## config.mk

```make
export PLATFORM = sky130hd
export DESIGN_NAME = secure_cfg_gate
export DESIGN_NICKNAME = d
export VERILOG_FILES = /design/src/secure_cfg_pkg.sv /design/src/pk_mem_if.sv /design/src/pk_store.sv /design/src/jtag_gate.sv /design/src/secure_cfg_gate.sv
export SDC_FILE = /design/constraint.sdc
export NUM_CORES = 2
export LEC_CHECK = 0
export BUFFER_PORTS_ARGS = -buffer_cell sky130_fd_sc_hd__buf_4
export CAP_MARGIN = 30
export CORE_ASPECT_RATIO = 0.5
export CORE_UTILIZATION = 45
export DETAILED_ROUTE_END_ITERATION = 10
export PLACE_DENSITY_LB_ADDON = 0.08
export SLEW_MARGIN = 20
export SYNTH_ARGS = -nofsm -noshare
export SYNTH_HDL_FRONTEND = slang
export SYNTH_SLANG_ARGS = --single-unit
```

## constraint.sdc

```tcl
create_clock -name clk_i -period 4.6 [get_ports clk_i]
set_input_delay 0.92 -clock clk_i [delete_from_list [all_inputs] [get_ports clk_i]]
set_output_delay 0.92 -clock clk_i [all_outputs]
set_load 0.01 [all_outputs]
```

## src/secure_cfg_pkg.sv

```systemverilog
// Shared constants and types of the secure configuration gate
package secure_cfg_pkg;

    // Stream and key widths
    localparam int WORD_W    = 32;
    localparam int KEY_W     = 256;
    localparam int HASH_W    = 256;
    localparam int RSA_W     = 4096;
    localparam int PK_WORDS  = RSA_W / WORD_W;
    localparam int ADDR_W    = 7;
    localparam int IR_W      = 5;

    // Index of the last word of the public key and of the signature
    localparam logic [ADDR_W-1:0] LAST_IDX = 7'h7f;

    // Header word field positions
    localparam int HDR_COMP_BIT = 0;
    localparam int HDR_ENC_BIT  = 1;
    localparam int HDR_AUTH_BIT = 2;

    // Instruction codes still honoured once test access is locked
    localparam logic [IR_W-1:0] IR_IDCODE = 5'h03;
    localparam logic [IR_W-1:0] IR_STATUS = 5'h05;
    localparam logic [IR_W-1:0] IR_BYPASS = 5'h1f;

    // Reset value of the fuse settle shift register
    localparam logic [1:0] SETTLE_RST = 2'h0;

    // Kind of word sent to the signature engine
    typedef enum logic [1:0] {
        KIND_KEY = 2'h0,
        KIND_SIG = 2'h1,
        KIND_MSG = 2'h2
    } rsa_kind_t;

    // Reason for halting configuration
    typedef enum logic [2:0] {
        ERR_NONE     = 3'h0,
        ERR_COMPRESS = 3'h1,
        ERR_KEY_HASH = 3'h2,
        ERR_TAG      = 3'h3,
        ERR_SIG      = 3'h4
    } err_t;

    // Loader phases
    typedef enum logic [3:0] {
        S_HEADER  = 4'h0,
        S_PKEY    = 4'h1,
        S_HASH    = 4'h2,
        S_SIG     = 4'h3,
        S_BODY    = 4'h4,
        S_TAG     = 4'h5,
        S_KEYLOAD = 4'h6,
        S_VERDICT = 4'h7,
        S_USER    = 4'h8,
        S_HALT    = 4'h9
    } state_t;

endpackage

```

## src/pk_mem_if.sv

```systemverilog
// Port bundle between the loader and its public key store
interface pk_mem_if;
    import secure_cfg_pkg::*;

    logic                  wr_en;
    logic [ADDR_W-1:0]     wr_addr;
    logic [WORD_W-1:0]     wr_data;
    logic                  rd_en;
    logic [ADDR_W-1:0]     rd_addr;
    logic [WORD_W-1:0]     rd_data;

    modport ctrl (output wr_en, wr_addr, wr_data, rd_en, rd_addr,
                  input rd_data);
    modport mem  (input wr_en, wr_addr, wr_data, rd_en, rd_addr,
                  output rd_data);
endinterface

```

## src/pk_store.sv

```systemverilog
// Public key word store with registered read data
module pk_store import secure_cfg_pkg::*; (
    input  wire logic  clk_i,
    pk_mem_if.mem      bus
);

    logic [WORD_W-1:0] mem_q [PK_WORDS];
    logic [WORD_W-1:0] rd_data_q;

    // Write port
    always_ff @(posedge clk_i) begin
        if (bus.wr_en) begin
            mem_q[bus.wr_addr] <= bus.wr_data;
        end
    end

    // Read port, data held until the next read
    always_ff @(posedge clk_i) begin
        if (bus.rd_en) begin
            rd_data_q <= mem_q[bus.rd_addr];
        end
    end

    assign bus.rd_data = rd_data_q;

endmodule // pk_store

```

## src/jtag_gate.sv

```systemverilog
// Test access instruction filter driven by the lock fuse
module jtag_gate import secure_cfg_pkg::*; (
    input  wire logic            clk_i,
    input  wire logic            srst_i,
    input  wire logic            block_fuse_i,
    input  wire logic            ir_valid_i,
    input  wire logic [IR_W-1:0] ir_code_i,
    output logic                 ir_valid_o,
    output logic      [IR_W-1:0] ir_code_o,
    output logic                 refused_o
);

    logic            meta_q;
    logic            sync_q;
    logic            blocked_q;
    logic [1:0]      settle_q;
    logic            allowed;
    logic            lock;
    logic            ir_valid_q;
    logic [IR_W-1:0] ir_code_q;
    logic            refused_q;

    // Two-stage synchroniser on the fuse sense line
    always_ff @(posedge clk_i) begin
        if (srst_i) begin
            meta_q <= 1'b0;
            sync_q <= 1'b0;
        end else begin
            meta_q <= block_fuse_i;
            sync_q <= meta_q;
        end
    end

    // Lock is sticky; only a new fuse sense at reset re-evaluates it
    always_ff @(posedge clk_i) begin
        if (srst_i) begin
            blocked_q <= 1'b0;
            settle_q  <= SETTLE_RST;
        end else begin
            blocked_q <= blocked_q | sync_q;
            settle_q  <= {settle_q[0], 1'b1};
        end
    end

    // Treat as locked until the fuse sense has passed the synchroniser
    assign lock    = blocked_q | sync_q | ~settle_q[1];
    assign allowed = (ir_code_i == IR_IDCODE) || (ir_code_i == IR_STATUS)
                  || (ir_code_i == IR_BYPASS);

    // Refused instructions are replaced by bypass
    always_ff @(posedge clk_i) begin
        if (srst_i) begin
            ir_valid_q <= 1'b0;
            ir_code_q  <= IR_BYPASS;
            refused_q  <= 1'b0;
        end else begin
            ir_valid_q <= ir_valid_i;
            refused_q  <= ir_valid_i & lock & ~allowed;
            if (ir_valid_i) begin
                ir_code_q <= (lock && !allowed) ? IR_BYPASS : ir_code_i;
            end
        end
    end

    assign ir_valid_o = ir_valid_q;
    assign ir_code_o  = ir_code_q;
    assign refused_o  = refused_q;
endmodule // jtag_gate

```

## src/secure_cfg_gate.sv

```systemverilog
// Secure configuration loader: header check, key hash, decrypt, signature
////////////////////////////////////////////////////////////////////////

// Overview of operation
// - Compressed images with decryption or signature checking are rejected.
// - Decryption and signature checking are enabled separately per image.
// - The 256-bit cipher key comes from one-time fuses.
// - Encrypted body goes through the cipher engine; bad tag halts loading.
// - With authentication on, a 4096-bit key checks the image signature.
// - Image carries public key and signature; fuses only hold key hash.
// - A valid signature lets loading finish and user mode start.
// - An invalid signature halts loading with user mode kept off.
// - Locked test access only allows identity, status and bypass.
// - Test access lock is permanent once the fuse is blown.
module secure_cfg_gate import secure_cfg_pkg::*; (
    input  wire logic              clk_i,
    input  wire logic              srst_i,
    // Incoming image stream
    input  wire logic              in_valid_i,
    input  wire logic [WORD_W-1:0] in_data_i,
    input  wire logic              in_last_i,
    output logic                   in_ready_o,
    // Fuse contents
    input  wire logic [KEY_W-1:0]  fuse_key_i,
    input  wire logic [HASH_W-1:0] fuse_pk_hash_i,
    input  wire logic              jtag_block_fuse_i,
    // Test access instruction path
    input  wire logic              jtag_ir_valid_i,
    input  wire logic [IR_W-1:0]   jtag_ir_code_i,
    output logic                   jtag_ir_valid_o,
    output logic      [IR_W-1:0]   jtag_ir_code_o,
    output logic                   jtag_refused_o,
    // Cipher engine
    output logic      [KEY_W-1:0]  aes_key_o,
    output logic                   aes_in_valid_o,
    output logic      [WORD_W-1:0] aes_in_data_o,
    input  wire logic              aes_in_ready_i,
    input  wire logic              aes_out_valid_i,
    input  wire logic [WORD_W-1:0] aes_out_data_i,
    input  wire logic              aes_done_i,
    input  wire logic              aes_tag_ok_i,
    // Hash engine
    output logic                   hash_valid_o,
    output logic      [WORD_W-1:0] hash_data_o,
    output logic                   hash_last_o,
    input  wire logic              hash_ready_i,
    input  wire logic              hash_done_i,
    input  wire logic [HASH_W-1:0] hash_digest_i,
    // Signature engine
    output logic                   rsa_valid_o,
    output rsa_kind_t              rsa_kind_o,
    output logic      [WORD_W-1:0] rsa_data_o,
    input  wire logic              rsa_ready_i,
    output logic                   rsa_check_o,
    input  wire logic              rsa_done_i,
    input  wire logic              rsa_ok_i,
    // Toward the configuration memory and status
    output logic                   cfg_out_valid_o,
    output logic      [WORD_W-1:0] cfg_out_data_o,
    output logic                   user_mode_o,
    output logic                   cfg_halt_o,
    output err_t                   cfg_err_o
);

    state_t            state_q;
    state_t            state_d;
    err_t              err_q;
    err_t              err_d;
    logic              enc_q;
    logic              auth_q;
    logic [ADDR_W-1:0] wcnt_q;
    logic [ADDR_W-1:0] raddr_q;
    logic              rd_pend_q;
    logic              rd_done_q;
    logic              out_valid_q;
    logic [WORD_W-1:0] out_data_q;
    logic              in_fire;
    logic              hdr_fire;
    logic              body_fire;
    logic              hdr_comp;
    logic              hdr_enc;
    logic              hdr_auth;
    logic              rd_issue;
    logic              keyload_end;

    pk_mem_if mem_bus ();

    pk_store u_pk_store (
        .clk_i (clk_i),
        .bus   (mem_bus)
    );

    jtag_gate u_jtag_gate (
        .clk_i        (clk_i),
        .srst_i       (srst_i),
        .block_fuse_i (jtag_block_fuse_i),
        .ir_valid_i   (jtag_ir_valid_i),
        .ir_code_i    (jtag_ir_code_i),
        .ir_valid_o   (jtag_ir_valid_o),
        .ir_code_o    (jtag_ir_code_o),
        .refused_o    (jtag_refused_o)
    );

    ////////////////////////////////////////////////////////////////////
    // Header fields
    assign hdr_comp = in_data_i[HDR_COMP_BIT];
    assign hdr_enc  = in_data_i[HDR_ENC_BIT];
    assign hdr_auth = in_data_i[HDR_AUTH_BIT];

    // Stream acceptance; body waits for every engine that needs the word
    always_comb begin
        case (state_q)
            S_HEADER: in_ready_o = 1'b1;
            S_PKEY:   in_ready_o = hash_ready_i;
            S_SIG:    in_ready_o = rsa_ready_i;
            S_BODY:   in_ready_o = (!enc_q || aes_in_ready_i)
                                && (!auth_q || rsa_ready_i);
            default:  in_ready_o = 1'b0;
        endcase
    end

    assign in_fire   = in_valid_i && in_ready_o;
    assign hdr_fire  = in_fire && (state_q == S_HEADER);
    assign body_fire = in_fire && (state_q == S_BODY);

    ////////////////////////////////////////////////////////////////////
    // Next phase and halt reason
    always_comb begin
        state_d = state_q;
        err_d   = ERR_NONE;
        case (state_q)
            S_HEADER: begin
                if (hdr_fire) begin
                    if (hdr_comp && (hdr_enc || hdr_auth)) begin
                        state_d = S_HALT;
                        err_d   = ERR_COMPRESS;
                    end else if (hdr_auth) begin
                        state_d = S_PKEY;
                    end else begin
                        state_d = S_BODY;
                    end
                end
            end
            S_PKEY: begin
                if (in_fire && wcnt_q == LAST_IDX) begin
                    state_d = S_HASH;
                end
            end
            S_HASH: begin
                if (hash_done_i) begin
                    if (hash_digest_i == fuse_pk_hash_i) begin
                        state_d = S_SIG;
                    end else begin
                        state_d = S_HALT;
                        err_d   = ERR_KEY_HASH;
                    end
                end
            end
            S_SIG: begin
                if (in_fire && wcnt_q == LAST_IDX) begin
                    state_d = S_BODY;
                end
            end
            S_BODY: begin
                if (body_fire && in_last_i) begin
                    if (enc_q) begin
                        state_d = S_TAG;
                    end else if (auth_q) begin
                        state_d = S_KEYLOAD;
                    end else begin
                        state_d = S_USER;
                    end
                end
            end
            S_TAG: begin
                if (aes_done_i) begin
                    if (!aes_tag_ok_i) begin
                        state_d = S_HALT;
                        err_d   = ERR_TAG;
                    end else if (auth_q) begin
                        state_d = S_KEYLOAD;
                    end else begin
                        state_d = S_USER;
                    end
                end
            end
            S_KEYLOAD: begin
                if (keyload_end) begin
                    state_d = S_VERDICT;
                end
            end
            S_VERDICT: begin
                if (rsa_done_i) begin
                    if (rsa_ok_i) begin
                        state_d = S_USER;
                    end else begin
                        state_d = S_HALT;
                        err_d   = ERR_SIG;
                    end
                end
            end
            default: state_d = state_q;
        endcase
    end

    // Phase register; user mode and halt are terminal until reset
    always_ff @(posedge clk_i) begin
        if (srst_i) begin
            state_q <= S_HEADER;
        end else begin
            state_q <= state_d;
        end
    end

    // Halt reason captured on entry to halt
    always_ff @(posedge clk_i) begin
        if (srst_i) begin
            err_q <= ERR_NONE;
        end else if (state_d == S_HALT && state_q != S_HALT) begin
            err_q <= err_d;
        end
    end

    // Per-image security options, taken from the header word
    always_ff @(posedge clk_i) begin
        if (srst_i) begin
            enc_q  <= 1'b0;
            auth_q <= 1'b0;
        end else if (hdr_fire) begin
            enc_q  <= hdr_enc;
            auth_q <= hdr_auth;
        end
    end

    // Word counter for the key and signature phases
    always_ff @(posedge clk_i) begin
        if (srst_i || state_d != state_q) begin
            wcnt_q <= '0;
        end else if (in_fire) begin
            wcnt_q <= wcnt_q + 7'h01;
        end
    end

    ////////////////////////////////////////////////////////////////////
    // Image public key goes to the hash engine and to the key store
    assign hash_valid_o    = in_valid_i && (state_q == S_PKEY);
    assign hash_data_o     = in_data_i;
    assign hash_last_o     = (wcnt_q == LAST_IDX);
    assign mem_bus.wr_en   = in_fire && (state_q == S_PKEY);
    assign mem_bus.wr_addr = wcnt_q;
    assign mem_bus.wr_data = in_data_i;

    // Cipher engine always holds the fuse key, never the image
    assign aes_key_o      = fuse_key_i;
    assign aes_in_valid_o = in_valid_i && (state_q == S_BODY) && enc_q
                         && (!auth_q || rsa_ready_i);
    assign aes_in_data_o  = in_data_i;

    ////////////////////////////////////////////////////////////////////
    // Key replay: only loaded after its hash matched the fuses
    assign rd_issue        = (state_q == S_KEYLOAD) && !rd_done_q
                          && (!rd_pend_q || rsa_ready_i);
    assign mem_bus.rd_en   = rd_issue;
    assign mem_bus.rd_addr = raddr_q;
    assign keyload_end     = (state_q == S_KEYLOAD) && rd_done_q
                          && (!rd_pend_q || rsa_ready_i);
    assign rsa_check_o     = keyload_end;

    // Replay read pointer and pending word
    always_ff @(posedge clk_i) begin
        if (srst_i || state_q != S_KEYLOAD) begin
            raddr_q   <= '0;
            rd_done_q <= 1'b0;
            rd_pend_q <= 1'b0;
        end else begin
            if (rd_issue) begin
                raddr_q <= raddr_q + 7'h01;
            end
            if (rd_issue && raddr_q == LAST_IDX) begin
                rd_done_q <= 1'b1;
            end
            rd_pend_q <= rd_issue || (rd_pend_q && !rsa_ready_i);
        end
    end

    // Signature engine word source per phase
    always_comb begin
        rsa_valid_o = 1'b0;
        rsa_kind_o  = KIND_MSG;
        rsa_data_o  = in_data_i;
        case (state_q)
            S_SIG: begin
                rsa_valid_o = in_valid_i;
                rsa_kind_o  = KIND_SIG;
            end
            S_BODY: begin
                rsa_valid_o = in_valid_i && auth_q
                           && (!enc_q || aes_in_ready_i);
            end
            S_KEYLOAD: begin
                rsa_valid_o = rd_pend_q;
                rsa_kind_o  = KIND_KEY;
                rsa_data_o  = mem_bus.rd_data;
            end
            default: rsa_valid_o = 1'b0;
        endcase
    end

    ////////////////////////////////////////////////////////////////////
    // Configuration words: plaintext body or cipher engine output
    always_ff @(posedge clk_i) begin
        if (srst_i) begin
            out_valid_q <= 1'b0;
            out_data_q  <= '0;
        end else begin
            out_valid_q <= 1'b0;
            if (enc_q && aes_out_valid_i) begin
                out_valid_q <= 1'b1;
                out_data_q  <= aes_out_data_i;
            end else if (!enc_q && body_fire) begin
                out_valid_q <= 1'b1;
                out_data_q  <= in_data_i;
            end
        end
    end

    assign cfg_out_valid_o = out_valid_q;
    assign cfg_out_data_o  = out_data_q;
    assign user_mode_o     = (state_q == S_USER);
    assign cfg_halt_o      = (state_q == S_HALT);
    assign cfg_err_o       = err_q;
endmodule // secure_cfg_gate

```

==> Yosys cells after proc, flatten, opt, wreduce, memory -nomap -nowiden <==
Memories as Yosys holds them, arrays and structs flattened. A register that Yosys moved wholly into a read port is not among the register bits.
Cells that the tools add are included.
{ "totals": {"input_bits": 852, "wordCells": 124, "ramBits": 4096, "n_memories": 1, "register_bits": 70, "output_inout_bits": 405} }
{ "op_classes": {"bitwise_logic": 6, "reduce_logical": 41, "mux": 37, "eq_ne": 19, "n_addsub": 2} }
{ "memory_table": {"columns": ["name", "words", "word_bits", "read_ports", "rd_ports_with_merged_regs", "wr", "line_no", "rtl"], "rows": [
  ["u_pk_store.mem_q", 128, 32, 1, 1, 1, "pk_store.sv:7", "logic [WORD_W-1:0] mem_q [PK_WORDS];"]
]} }
{ "ops": {"columns": ["op", "n"], "rows": [
  ["equality test 256 bit", 1],
  ["two-way mux 32 bit", 3],
  ["two-way mux 4 bit", 13],
  ["case mux 4 bit (8 select lines)", 1],
  ["logical AND 1 bit", 24],
  ["equality test 4 x 3 -> 1 bit (second input constant)", 4],
  ["adder 7 x 1 -> 7 bit (second input constant)", 2],
  ["equality test 7 bit (second input constant)", 2],
  ["equality test 4 bit (second input constant)", 3],
  ["case mux 3 bit (4 select lines)", 1],
  ["logical OR 1 bit", 9],
  ["two-way mux 3 bit", 3],
  ["equality test 4 x 2 -> 1 bit (second input constant)", 2],
  ["two-way mux 1 bit", 8],
  ["two-way mux 2 bit", 4],
  ["logical NOT 1 bit", 6],
  ["equality test 5 x 2 -> 1 bit (second input constant)", 1],
  ["equality test 5 x 3 -> 1 bit (second input constant)", 1],
  ["equality test 5 bit (second input constant)", 1],
  ["two-way mux 5 bit", 1],
  ["equality test 4 x 1 -> 1 bit (second input constant)", 1],
  ["logical NOT 4 bit", 1],
  ["inequality test 4 x 3 -> 1 bit (second input constant)", 1],
  ["inequality test 4 bit", 1],
  ["8 further kinds", 11]
]} }

==> Depth between registers and ports, before layout <==
{ "logic_depth": {"depth_word": 11, "mapped_depth": 10, "depth_no_buf": 10} }

==> Modules after synthesis <==
From an unflattened synthesis, not the netlist that was laid out.
{ "unflattened": {"hier_cells": 7070, "area_unflattened_um2": 165678.9} }
{ "by_module_without_submodules": {"columns": ["module", "cells_each", "n_inst", "area_per_inst_um2", "seq_area_each_um2"], "rows": [
  ["pk_store", 5990, 1, 156596.4, 123958.9],
  ["secure_cfg_gate", 1037, 1, 8625.8, 1161.1],
  ["jtag_gate", 43, 1, 456.7, 240.2]
]} }

==> Worst setup path after synthesis <==
No wires, ideal clock.
{ "synth_timing": {"kind": "input -> register", "startpoint": "input port rsa_ready_i", "endpoint": "memory u_pk_store.mem_q[74][0], enable pin", "setup_slack_ps": 591, "arrival_ps": 3588, "path_stages": 8, "required_time_ps": 4179, "path_buffers": 1, "setup_ps": 421, "path_cell_list": "and2_1 -> o221a_2 -> or2_2 -> nand2_1 -> nor3_1 -> nand3b_1 -> clkbuf_1 -> nor2_1"} }
{ "synth_between": {"elab_chain_cells": 7} }
{ "synth_lines": {"columns": ["element", "line_no", "rtl"], "rows": [
  ["start, declared", "secure_cfg_gate.sv:53", "input wire logic rsa_ready_i,"],
  ["logical OR 1 bit", "secure_cfg_gate.sv:117", "&& (!auth_q || rsa_ready_i);"],
  ["logical AND 1 bit", "secure_cfg_gate.sv:117", null],
  ["case mux 1 bit (4 select lines) (*)", "secure_cfg_gate.sv:112", "case (state_q)"],
  ["net in_ready_o", "secure_cfg_gate.sv:22", "output logic in_ready_o,"],
  ["logical AND 1 bit (*)", "secure_cfg_gate.sv:122", "assign in_fire = in_valid_i && in_ready_o;"],
  ["logical AND 1 bit (*)", "secure_cfg_gate.sv:249", "assign mem_bus.wr_en = in_fire && (state_q == S_PKEY);"],
  ["two-way mux 1 bit (*)", "pk_store.sv:12", "if (bus.wr_en) begin"],
  ["two-way mux 1 bit (not written as such) (*)", "pk_store.sv:13", "mem_q[bus.wr_addr] <= bus.wr_data;"],
  ["end, declared", "pk_store.sv:7", null]
]} }
Mark *: on every way through the listed nets, which the timed path passes. The rest lies on a longest branch.

==> Worst setup path in the final report <==
{ "layout_timing": {"startpoint": "register state_q[1]", "endpoint": "output port rsa_data_o[21]"} }
{ "layout_between": {"elab_chain_cells": 2} }
{ "layout_lines": {"columns": ["element", "line_no", "rtl"], "rows": [
  ["start, declared", "secure_cfg_gate.sv:65", "state_t state_q;"],
  ["start signal, assigned", "secure_cfg_gate.sv:211", "state_q <= state_d;"],
  ["equality test 4 x 3 -> 1 bit", "secure_cfg_gate.sv:291", "case (state_q)"],
  ["two-way mux 32 bit", "secure_cfg_gate.sv:291", null],
  ["end, declared", "secure_cfg_gate.sv:52", "output logic [WORD_W-1:0] rsa_data_o,"]
]} }
Every way passes these cells.

==> flow_summary.ini <==
[run_status]
status = complete, no violations

[routing]
drcViolationCount = 0
drtPass1Iterations = 5
ant_nets = 0
routed_wl_mm = 599
drt_iter0_drc = 13600
routedWlPerCell_um = 45.0
vias = 83800
post_drt_via_cell_ratio = 6.29

[synthesis]
yosys_warnings = 0
synth_flop_cell = edfxtp_1
synth-seq-cells = 4198
synth-edff-count = 4128
syn_nets = 8031
synth_area_per_cell_um2 = 23.1
ys_async_sr_fraction_pct = 0
synth_cell_types = 51
syn-cell-area_um2 = 165000
syn_inst = 7177
synth_seq_area_share_pct = 75.8

[cells_and_area]
stdcell_count = 13300
final_nets = 8911
final_common_cell = edfxtp_1
fin_area_um2 = 192000
final_util_pct = 52.8
mostFrequentLayoutCells = edfxtp_1 (4128), mux4_2 (1344), buf_4 (1003)
drive_gt1_share_pct = 38.9
syn_to_final_growth_pct = 15.9

[die]
std_cell_rows = 156
start_util_pct = 45.5
ioPinCount = 1257
die_w_um = 859
design.core.area_um2 = 364000
die_y_um = 431
design.die.area_um2 = 370000

[clock_network]
cts_setup_buffers = 0
root_buffer = clkbuf_16
clkLatencyLatePin_ps = 950
cts_tree = yes
cts_buffer_depth = 4
clk_pin_slew_ps = 70
htreeDepth = 5
numCtsBuffers = 375
cts-hold-fix-buffers = 0
cts-resized-gates = 0
cts_sinks = 4198

[timing]
rsz0062_at_grt = false
whs_ps = 205
finalSetupViolations = 0
hold_viol = 0
fmax_ghz = 0.231
period_share_pct = 94.3
worstMarginPinSlew_ps = 1040
final.setup_skew_ps = 50.6
slew_violations = 0
max_slew_margin_pct = 30.4
period_needed_ps = 4340

[worst_setup_path]
crit_slowest_cell = dfxtp_1
criticalPathCategory = reg -> out
crit_top_cell = buf_4
cp_cell_sequence = nand2_1 -> nor2_4 -> buf_4 -> mux2_2 -> buf_4
end_kind = output port
worstPathArrival_ps = 3420
cp.required_ps = 3680
path_max_fanout = 32
critPathMaxStageDelay_ps = 700
crit_path_start_kind = flop

[place]
place.detailed.hpwl_mm = 404
gp_congestion = 1.06
dp_cells = 12600
port_buffers = 744
postPlaceCellArea_um2 = 180000

[global_route]
grt_max_degree = 109
overflow = 0
grt_pass1_wl_mm = 781
antenna_found_initial = 131
grt_pass1_vias = 79400
grt_usage_pct = 32.1

[worst_hold_path]
hold_path_class = in -> reg

[pwr]
p_leak_uw = 0.0582
peakVddDrop_v = 0.000333
powerDensity_nw_per_um2 = 403

[job]
maxCapViolations = 0
==> cell usage after synthesis, types with 2 or more instances <==
cell type / number / area share, %
ha_1: 2 / 0.015
clkinv_1: 2 / 0.0045
buf_1: 59 / 0.13
o211ai_1: 2 / 0.0091
o221a_2: 2 / 0.014
a311oi_1: 32 / 0.17
buf_6: 2 / 0.014
mux2i_1: 3 / 0.018
nor2_1: 194 / 0.44
or3_1: 2 / 0.0076
a31oi_1: 2 / 0.0076
o31ai_1: 3 / 0.014
xor2_1: 6 / 0.032
a41oi_1: 2 / 0.011
clkbuf_1: 214 / 0.49
buf_2: 78 / 0.24
mux2_2: 32 / 0.22
o21ai_0: 11 / 0.033
buf_4: 323 / 1.5
inv_1: 11 / 0.025
dfxtp_1: 70 / 0.85
nand4_1: 77 / 0.29
o22ai_1: 4 / 0.015
mux4_2: 1344 / 18
or4b_2: 2 / 0.012
or2_2: 4 / 0.015
a21oi_1: 11 / 0.033
nor2b_1: 12 / 0.045
nand2b_1: 7 / 0.026
edfxtp_1: 4128 / 75
nor3_1: 10 / 0.030
and2_1: 3 / 0.011
xnor2_1: 261 / 1.4
nand3b_1: 6 / 0.027
nand3_1: 44 / 0.13
nor4_1: 19 / 0.072
nand2_1: 175 / 0.40
and3_1: 5 / 0.019
==> metrics by stage <==
stage                     total power, µW  setup TNS, ps  setup slack, ps
after floorplan                     44200              0              591
after global placement              46300          -3030             -354
after detailed placement            46300              0              211
after CTS                           77700              0              257
after global routing                79200              0              203
final                               77300              0              262
==> area by class of cell <==
cell class | instances | area [µm²]
Inverter | 13 | 48.8
Tap cell | 4898 | 6130
Sequential cell | 4198 | 125000
Clock inverter | 224 | 2100
Multi-Input combinational cell | 2290 | 37200
Fill cell | 28100 | 172000
Antenna cell | 50 | 125
Timing Repair Buffer | 1179 | 10900
Clock buffer | 459 | 9920
==> layer usage <==
layer	routed length [µm]	track usage (%)	vias to the layer above
met5	510	0.632	-
met4	16400	8.36	34
met2	257000	44.9	4599
li1	-	-	31900
met1	268000	51.0	46600
met3	57500	7.16	651
==> worst paths after layout <==
check	from	to	slack (ps)	depth (start not counted)
min	jtag_block_fuse_i	u_jtag_gate.meta_q$_SDFF_PP0_	200	2
min reg2reg	u_jtag_gate.settle_q[0]$_DFF_P_	u_jtag_gate.settle_q[1]$_SDFF_PP0_	440	1
max	state_q[1]$_SDFF_PP0_	rsa_data_o[21]	260	5
max reg2reg	mem_bus.rd_addr[0]$_SDFFE_PP0P_	u_pk_store.bus.rd_data[6]$_DFFE_PP_	600	8
==> flip-flops by register name (all words and copies together), names as in the netlist, 2 cells and up <==
| register | cells |
|---|---|
| u_pk_store.mem_q | 4096 |
| cfg_out_data_o | 32 |
| u_pk_store.bus.rd_data | 32 |
| mem_bus.rd_addr | 7 |
| mem_bus.wr_addr | 7 |
| u_jtag_gate.ir_code_o | 5 |
| state_q | 4 |
| cfg_err_o | 3 |
| u_jtag_gate.settle_q | 2 |
==> where the power goes <==
part / internal (µW) / switching, µW / leakage [µW]
clock: 17300 / 14400 / 0.00587
combinational: 1040 / 2340 / 0.0147
sequential: 42100 / 81.3 / 0.0377
==> kinds of logic (layout without fill, tap and decap cells) <==
family | after synthesis | count (layout) | synth area share, %
xor gates and xnor gates | 267 | 267 | 1.41
and+or+nand+nor | 563 | 563 | 1.54
other | 0 | 50 | 0
adders and majority gates | 2 | 2 | 0.0151
muxes | 1379 | 1379 | 18.5
DFF | 4198 | 4198 | 75.8
AOI/OAI and AO/OA | 79 | 79 | 0.360
buffers and inverters | 689 | 1875 | 2.36
==> critical path, delay by kind of cell, from the launching register on <==
family        cells  cell delay, ps
flops             1             700
buf+inv           2             640
simple gates      2             580
mux               1             470
(Power assumes the default switching activity.)
